**src/logic/bst_pkg.sv**
```systemverilog
// Behaviour
// - inputs sampled on test clock rising edge
// - data out changes on falling edge only
// - data in enters selected register MSB
// - data out shows selected register LSB
// - data out driven only in shift states
// - instruction picks the single scan path
// - five high mode-selects reset, memory untouched
// - power-up reset leaves data out undriven
// - instruction updates in Update-IR, preload identification
// - capture-IR loads 01 into low bits
// - one-bit bypass, cleared on capture
// - 113-bit boundary register captures and shifts
// - calibration pin testable only with bit zero
// - idle test clock holds controller state and outputs, except the calibration bit, which follows mode writes
// - mandatory and optional instruction set supported
// - eight-bit instruction register, others reserved
// - fixed 32-bit identification captured and shifted
// - high-impedance instruction selects bypass, floats outputs
package bst_pkg;
  localparam int unsigned IR_W        = 8;
  localparam int unsigned BSR_W       = 113;
  localparam int unsigned ID_W        = 32;
  localparam logic [1:0]  IR_CAPTURE  = 2'h1;
  localparam logic [5:0]  IR_CAP_HIGH = 6'h00;
  // instruction codes; values are arbitrary
  localparam logic [7:0]  INS_EXTEST   = 8'h00;
  localparam logic [7:0]  INS_SAMPLE   = 8'h01;
  localparam logic [7:0]  INS_PRELOAD  = 8'h02;
  localparam logic [7:0]  INS_CLAMP    = 8'h03;
  localparam logic [7:0]  INS_HIGHZ    = 8'h04;
  localparam logic [7:0]  INS_IDCODE   = 8'h05;
  localparam logic [7:0]  INS_ECIDCODE = 8'h06;
  localparam logic [7:0]  INS_BYPASS   = 8'hFF;
  // identification codes; values are arbitrary
  localparam logic [31:0] ID_CODE     = 32'h0000_0001;
  localparam logic [31:0] ECID_CODE   = 32'h0000_0003;
  localparam int unsigned CAL_PIN_IDX = 0;

  typedef enum logic [15:0] {
    ST_RESET  = 16'h0001,
    ST_IDLE   = 16'h0002,
    ST_SEL_DR = 16'h0004,
    ST_CAP_DR = 16'h0008,
    ST_SH_DR  = 16'h0010,
    ST_EX1_DR = 16'h0020,
    ST_PA_DR  = 16'h0040,
    ST_EX2_DR = 16'h0080,
    ST_UP_DR  = 16'h0100,
    ST_SEL_IR = 16'h0200,
    ST_CAP_IR = 16'h0400,
    ST_SH_IR  = 16'h0800,
    ST_EX1_IR = 16'h1000,
    ST_PA_IR  = 16'h2000,
    ST_EX2_IR = 16'h4000,
    ST_UP_IR  = 16'h8000
  } bst_state_t;
endpackage : bst_pkg

```
**src/logic/bst_tap.sv**
```systemverilog
module bst_tap #(
  parameter int unsigned BSR_W   = bst_pkg::BSR_W,
  parameter int unsigned CAL_IDX = bst_pkg::CAL_PIN_IDX
) (
  input  wire logic             clk_in,
  input  wire logic             arst_n_in,
  input  wire logic             ce_in,
  input  wire logic             tck_in,
  input  wire logic             tms_in,
  input  wire logic             tdi_in,
  input  wire logic [BSR_W-1:0] pin_ring_in,
  input  wire logic             mode_wr_in,
  input  wire logic             mode_cal_bit_in,
  output logic                  tdo_out,
  output logic                  tdo_oe_out,
  output logic [BSR_W-1:0]      bsr_drive_out,
  output logic                  bsr_drive_en_out,
  output logic                  mem_hiz_out,
  output logic                  cal_pin_test_bit_out
);
  import bst_pkg::*;

  typedef struct packed {
    logic             tck_s1;
    logic             tck_s2;
    logic             tck_s3;
    logic             tms_s1;
    logic             tms_s2;
    logic             tdi_s1;
    logic             tdi_s2;
    logic [BSR_W-1:0] ring_s1;
    logic [BSR_W-1:0] ring_s2;
    bst_state_t       state;
    logic [IR_W-1:0]  ir;
    logic [IR_W-1:0]  ir_sh;
    logic             byp;
    logic [ID_W-1:0]  id_sh;
    logic [BSR_W-1:0] bsr_sh;
    logic [BSR_W-1:0] bsr_upd;
    logic             cal_bit;
    logic             tdo;
    logic             tdo_oe;
    logic             drive_en;
    logic             hiz;
  } bst_regs_t;

  bst_regs_t s_r;
  bst_regs_t s_nxt;

  function automatic bst_state_t tap_next(input bst_state_t st, input logic tms);
    case (st)
      ST_RESET:  tap_next = tms ? ST_RESET  : ST_IDLE;
      ST_IDLE:   tap_next = tms ? ST_SEL_DR : ST_IDLE;
      ST_SEL_DR: tap_next = tms ? ST_SEL_IR : ST_CAP_DR;
      ST_CAP_DR: tap_next = tms ? ST_EX1_DR : ST_SH_DR;
      ST_SH_DR:  tap_next = tms ? ST_EX1_DR : ST_SH_DR;
      ST_EX1_DR: tap_next = tms ? ST_UP_DR  : ST_PA_DR;
      ST_PA_DR:  tap_next = tms ? ST_EX2_DR : ST_PA_DR;
      ST_EX2_DR: tap_next = tms ? ST_UP_DR  : ST_SH_DR;
      ST_UP_DR:  tap_next = tms ? ST_SEL_DR : ST_IDLE;
      ST_SEL_IR: tap_next = tms ? ST_RESET  : ST_CAP_IR;
      ST_CAP_IR: tap_next = tms ? ST_EX1_IR : ST_SH_IR;
      ST_SH_IR:  tap_next = tms ? ST_EX1_IR : ST_SH_IR;
      ST_EX1_IR: tap_next = tms ? ST_UP_IR  : ST_PA_IR;
      ST_PA_IR:  tap_next = tms ? ST_EX2_IR : ST_PA_IR;
      ST_EX2_IR: tap_next = tms ? ST_UP_IR  : ST_SH_IR;
      ST_UP_IR:  tap_next = tms ? ST_SEL_DR : ST_IDLE;
      default:   tap_next = ST_RESET;
    endcase
  endfunction : tap_next

  logic tck_rise;
  logic tck_fall;
  logic sel_bsr;
  logic sel_id;
  logic dr_lsb;

  always_comb begin
    tck_rise = s_r.tck_s2 & ~s_r.tck_s3;
    tck_fall = ~s_r.tck_s2 & s_r.tck_s3;
    // reserved codes fall back to bypass so the chain length stays defined
    sel_bsr  = (s_r.ir == INS_EXTEST) || (s_r.ir == INS_SAMPLE) || (s_r.ir == INS_PRELOAD);
    sel_id   = (s_r.ir == INS_IDCODE) || (s_r.ir == INS_ECIDCODE);
    dr_lsb   = sel_bsr ? s_r.bsr_sh[0] : (sel_id ? s_r.id_sh[0] : s_r.byp);

    s_nxt         = s_r;
    s_nxt.tck_s1  = tck_in;
    s_nxt.tck_s2  = s_r.tck_s1;
    s_nxt.tck_s3  = s_r.tck_s2;
    s_nxt.tms_s1  = tms_in;
    s_nxt.tms_s2  = s_r.tms_s1;
    s_nxt.tdi_s1  = tdi_in;
    s_nxt.tdi_s2  = s_r.tdi_s1;
    s_nxt.ring_s1 = pin_ring_in;
    s_nxt.ring_s2 = s_r.ring_s1;

    // mode-register copy lives in the memory clock domain, untouched by the test reset
    if (mode_wr_in) begin
      s_nxt.cal_bit = mode_cal_bit_in;
    end

    if (tck_rise) begin
      s_nxt.state = tap_next(s_r.state, s_r.tms_s2);
      case (s_r.state)
        ST_RESET: begin
          s_nxt.ir = INS_IDCODE;
        end
        ST_CAP_IR: begin
          s_nxt.ir_sh = {IR_CAP_HIGH, IR_CAPTURE};
        end
        ST_SH_IR: begin
          s_nxt.ir_sh = {s_r.tdi_s2, s_r.ir_sh[IR_W-1:1]};
        end
        ST_UP_IR: begin
          s_nxt.ir = s_r.ir_sh;
        end
        ST_CAP_DR: begin
          if (sel_bsr) begin
            s_nxt.bsr_sh = s_r.ring_s2;
            // a set calibration bit makes that cell meaningless, so it reads as zero
            if (s_r.cal_bit) begin
              s_nxt.bsr_sh[CAL_IDX] = 1'b0;
            end
          end else if (sel_id) begin
            s_nxt.id_sh = (s_r.ir == INS_ECIDCODE) ? ECID_CODE : ID_CODE;
          end else begin
            s_nxt.byp = 1'b0;
          end
        end
        ST_SH_DR: begin
          if (sel_bsr) begin
            s_nxt.bsr_sh = {s_r.tdi_s2, s_r.bsr_sh[BSR_W-1:1]};
          end else if (sel_id) begin
            s_nxt.id_sh = {s_r.tdi_s2, s_r.id_sh[ID_W-1:1]};
          end else begin
            s_nxt.byp = s_r.tdi_s2;
          end
        end
        ST_UP_DR: begin
          if (sel_bsr) begin
            s_nxt.bsr_upd = s_r.bsr_sh;
          end
        end
        default: begin
        end
      endcase
    end

    // output controls follow the instruction in force, falling edge keeps them aligned to tdo
    if (tck_fall) begin
      s_nxt.tdo      = (s_r.state == ST_SH_IR) ? s_r.ir_sh[0] : dr_lsb;
      s_nxt.tdo_oe   = (s_r.state == ST_SH_IR) || (s_r.state == ST_SH_DR);
      s_nxt.drive_en = (s_r.ir == INS_EXTEST) || (s_r.ir == INS_CLAMP);
      s_nxt.hiz      = (s_r.ir == INS_HIGHZ);
    end
  end

  // power-up reset parks the controller in reset with the output floating
  always_ff @(posedge clk_in or negedge arst_n_in) begin
    if (!arst_n_in) begin
      s_r          <= '0;
      s_r.state    <= ST_RESET;
      s_r.ir       <= INS_IDCODE;
      s_r.tdo_oe   <= 1'b0;
      s_r.cal_bit  <= 1'b0;
    end else if (ce_in) begin
      s_r <= s_nxt;
    end
  end

  always_comb begin
    tdo_out              = s_r.tdo;
    tdo_oe_out           = s_r.tdo_oe;
    bsr_drive_out        = s_r.bsr_upd;
    bsr_drive_en_out     = s_r.drive_en;
    mem_hiz_out          = s_r.hiz;
    cal_pin_test_bit_out = s_r.cal_bit;
  end
endmodule : bst_tap

```
**config.mk**
```make
export PLATFORM = sky130hd
export DESIGN_NAME = bst_tap
export DESIGN_NICKNAME = d
export VERILOG_FILES = /design/src/logic/bst_pkg.sv /design/src/logic/bst_tap.sv
export SDC_FILE = /design/constraint.sdc
export NUM_CORES = 1
export LEC_CHECK = 0
export ABC_AREA = 0
export BUFFER_PORTS_ARGS = -buffer_cell sky130_fd_sc_hd__buf_2
export CAP_MARGIN = 0
export CELL_PAD_IN_SITES_DETAIL_PLACEMENT = 1
export CELL_PAD_IN_SITES_GLOBAL_PLACEMENT = 1
export CORE_MARGIN = 2
export CORE_UTILIZATION = 44
export CTS_CLUSTER_DIAMETER = 30
export CTS_CLUSTER_SIZE = 25
export DETAILED_ROUTE_END_ITERATION = 7
export HOLD_SLACK_MARGIN = 0.02
export PLACE_DENSITY = 0.88
export SLEW_MARGIN = 10
export SYNTH_ARGS = -nofsm -noshare
export SYNTH_HDL_FRONTEND = slang
export SYNTH_SLANG_ARGS = --single-unit
```
**constraint.sdc**
```tcl
create_clock -name clk_in -period 2.9 [get_ports clk_in]
set_clock_uncertainty 0.05 [all_clocks]
set_input_delay 0.435 -clock clk_in [delete_from_list [all_inputs] [get_ports clk_in]]
set_output_delay 0.435 -clock clk_in [all_outputs]
set_load 0.05 [all_outputs]
```
==> summary.txt <==
=======================================================================================
Internal cell power                                                             17.4 mW
Hold_ws                                                                       0.0286 ns
Unrepaired setup endpoints after global routing                                   false
Synth area leader                                                          sky130_fd_sc_hd__dfrtp_1
Overall via count from detail_route                                              14,100
Die extent in y                                                             232 microns
Minimum clock period after layout                                               2.79 ns
Worst rel slew slack                                                              0.376
Post-synthesis instance area                                               22,900 sq um
Number of iterations in the first detailed-routing pass                               5
TritonCTS clock tree                                                              built
Number of setup buffers added after CTS                                               0
Maximum number of pins on one net before global-route repair                        119
H-tree level count                                                                    3
Number of violations reported at the end of detailed-routing iteration 0            568
Maximum buffer depth of the clock tree                                                3
GRT Overall Usage                                                                 0.243
Number of storage elements in the synthesis netlist                                 529
Unique cell type count in the Yosys netlist                                          59
Synth warn                                                                            0
Critical Path End Type                                                        flip-flop
Fraction of final layout cells with drive strength greater than 1                 0.518
Final Slew Violations                                                                 0
Leading register cell type out of synthesis                                sky130_fd_sc_hd__dfrtp_1
Final hold violations                                                                 0
Ys async rst share                                                                 1.00
Share of the yosys chip area belonging to registers                               0.578
Area delta synth->final                                                           27.7%
Startpoint type of the worst setup path                                       flip-flop
Half-perimeter wire length of the detailed placement result                34,400 microns
Pre-CTS worst setup slack                                                      0.117 ns
Global-route wire length before repair                                     100,000 microns
Clk Tree Root Cell                                                         sky130_fd_sc_hd__clkbuf_16
Worst min-delay path category                                              input port to flip-flop
Post-route non-filler standard cell count                                         2,683
Total number of clock tree sinks                                                    529
Result of the run                                                          complete, no violations
Least-Margin Pin Slew                                                          0.936 ns
Placed Cells incl. Taps                                                           2,350
DP Area                                                                    24,100 sq um
Final Instance Area                                                        29,200 sq um
Number of antenna violations at the first check in global routing                     8
Max FO, Critical Path                                                                33
Final core area utilization                                                       0.569
Most common cell after layout, fill and taps aside                         sky130_fd_sc_hd__dfrtp_1
Number of flops mapped to enable cells by yosys                                       0
Synth area leaders                                                         sky130_fd_sc_hd__dfrtp_1 (57%), sky130_fd_sc_hd__mux2_2 (23%), sky130_fd_sc_hd__mux2_4 (4.7%)
Area enclosed by the die boundary                                          53,900 sq um
Net count after synthesis                                                         1,716
Number of global-route vias before repair                                        16,600
Number of design rule violations left after detail routing                            0
Crit Path Class                                                            flip-flop to flip-flop
Final setup violation count                                                           0
Clock buffer count from CTS                                                         111
Clk pwr share                                                                     0.571
Core box area                                                              51,400 sq um
Max cap viols                                                                         0
Upper clock frequency limit                                                     358 MHz
Combinational power share                                                         0.074
Buffers added on ports                                                              238
Die X-Extent                                                                232 microns
Total Negative Setup Slacks                                                        0 ns
Most frequent cells in the layout                                          sky130_fd_sc_hd__dfrtp_1 (526), sky130_fd_sc_hd__mux2_2 (463), sky130_fd_sc_hd__buf_2 (236)
Post-DR vias/cell                                                                  5.24
Final-layout fill cell count                                                      4,794
Slack of the critical path                                                     0.109 ns
Initial core utilization                                                          0.445
Residual overflow from global routing                                                 0
Proportion of netlist area held by the largest area contributor                   0.575
Number of cells produced by synthesis                                             1,595
VDD IR max                                                                   0.000662 V
Final nets                                                                        2,020
Clock-pin slew of the registers on the worst-case setup and hold paths          0.05 ns
Final RePlAce weighted congestion                                                 0.854
Leak pwr                                                                        14.0 nW
Clock insertion delay at the later pin of the skew report                       0.65 ns
Antenna Violating Nets Remaining                                                      0
Period utilisation layout                                                         0.963
Number of ports placed on the die boundary                                          239
Sw frac                                                                           0.243
Data arrival time of the worst path                                             3.25 ns
Routed Wire Length                                                         64,700 microns
Total power per unit cell area                                              788 nW/um^2
Sequential Power Share                                                            0.355
Post-Syn Area per Cell                                                       14.4 sq um
Endpoint required time on the critical path                                     3.35 ns
Core Rows                                                                            83
P_sw                                                                            5.61 mW
Average wire per cell in the routed design                                 24.1 microns
Overall Power                                                                   23.0 mW
=======================================================================================
==> timing repair <==
item                                   CTS  global route
hold buffers                           116             0
endpoints found under the hold margin  171             0
setup endpoints to repair                0             3
resized for setup                        0             1
==> registers in the layout, indices dropped and copies added (netlist names) <==
register	flops
bsr_drive_en_out	1
bsr_drive_out	113
cal_pin_test_bit_out	1
mem_hiz_out	1
s_nxt	117
s_r	294
tdo_oe_out	1
tdo_out	1
==> cell usage after synthesis (all sizes together) (4+ instances only) <==
cell type	count
or4	4
nand2b	5
inv	7
or2	4
o21ai	49
clkbuf	44
nor2	17
nand3	6
xor2	5
nand2	98
dfrtp	526
o31ai	4
nor3	12
a22o	7
nand3b	4
buf	161
mux2	577
a21oi	6
nor4	13
==> worst paths after layout <==
check	from	endpoint	slack [ns]	depth (start not counted)
min in group asynchronous	arst_n_in	s_r[161]	0.34	2
setup reg to reg	s_r[289]	s_r[184]	0.11	6
hold / removal	pin_ring_in[70]	s_nxt[366]	0.03	2
hold reg to reg	s_r[233]	s_r[233]	0.42	2
max in group asynchronous	arst_n_in	s_r[186]	1.45	3
setup / recovery	s_r[289]	s_r[184]	0.11	6
==> metal layers <==
metal,GRT usage,wire [microns],vias up
li1,-,-,6141
met1,0.269,24500,7414
met2,0.447,35300,382
met3,0.0532,2870,133
met4,0.105,2030,2
met5,0,8,-
==> critical path, stage by stage (launching register included) <==
cell                      delay [ns]
sky130_fd_sc_hd__dfrtp_1        0.38
sky130_fd_sc_hd__or4_4          0.55
sky130_fd_sc_hd__or3_1          0.49
sky130_fd_sc_hd__nor2_8         0.22
sky130_fd_sc_hd__buf_12         0.26
sky130_fd_sc_hd__mux2_1         0.36
sky130_fd_sc_hd__mux2_1         0.34
==> power by group through the flow <==
stage / clock, mW / sequential [mW] / combinational [mW]
6_report: 13.1 / 8.17 / 1.71
5_1_grt: 13.7 / 8.22 / 1.85
4_1_cts: 13.2 / 8.15 / 1.70
3_5_place_dp: 0 / 8.24 / 1.51
3_3_place_gp: 0 / 8.19 / 1.41
2_1_floorplan: 0 / 8.15 / 0.974
==> kinds of logic after synthesis <==
logic type / after synthesis / share of synthesized area
AOI/OAI and AO/OA: 87 / 0.0236
and+or+nand+nor: 182 / 0.0392
DFF: 529 / 0.578
xor gates and xnor gates: 8 / 0.00306
muxes: 577 / 0.295
buffers and inverters: 212 / 0.0603
==> area by class of cell <==
class	count	area [sq um]	area share
Antenna cell	7	17.5	0.000599
Clock buffer	135	3060	0.105
Clock inverter	75	883	0.0302
Inverter	7	26.3	0.000899
Multi-Input combinational cell	854	8280	0.283
Sequential cell	529	13200	0.453
Tap cell	680	851	0.0291
Timing Repair Buffer	396	2870	0.0982
Power figures use the tool's default switching activity.
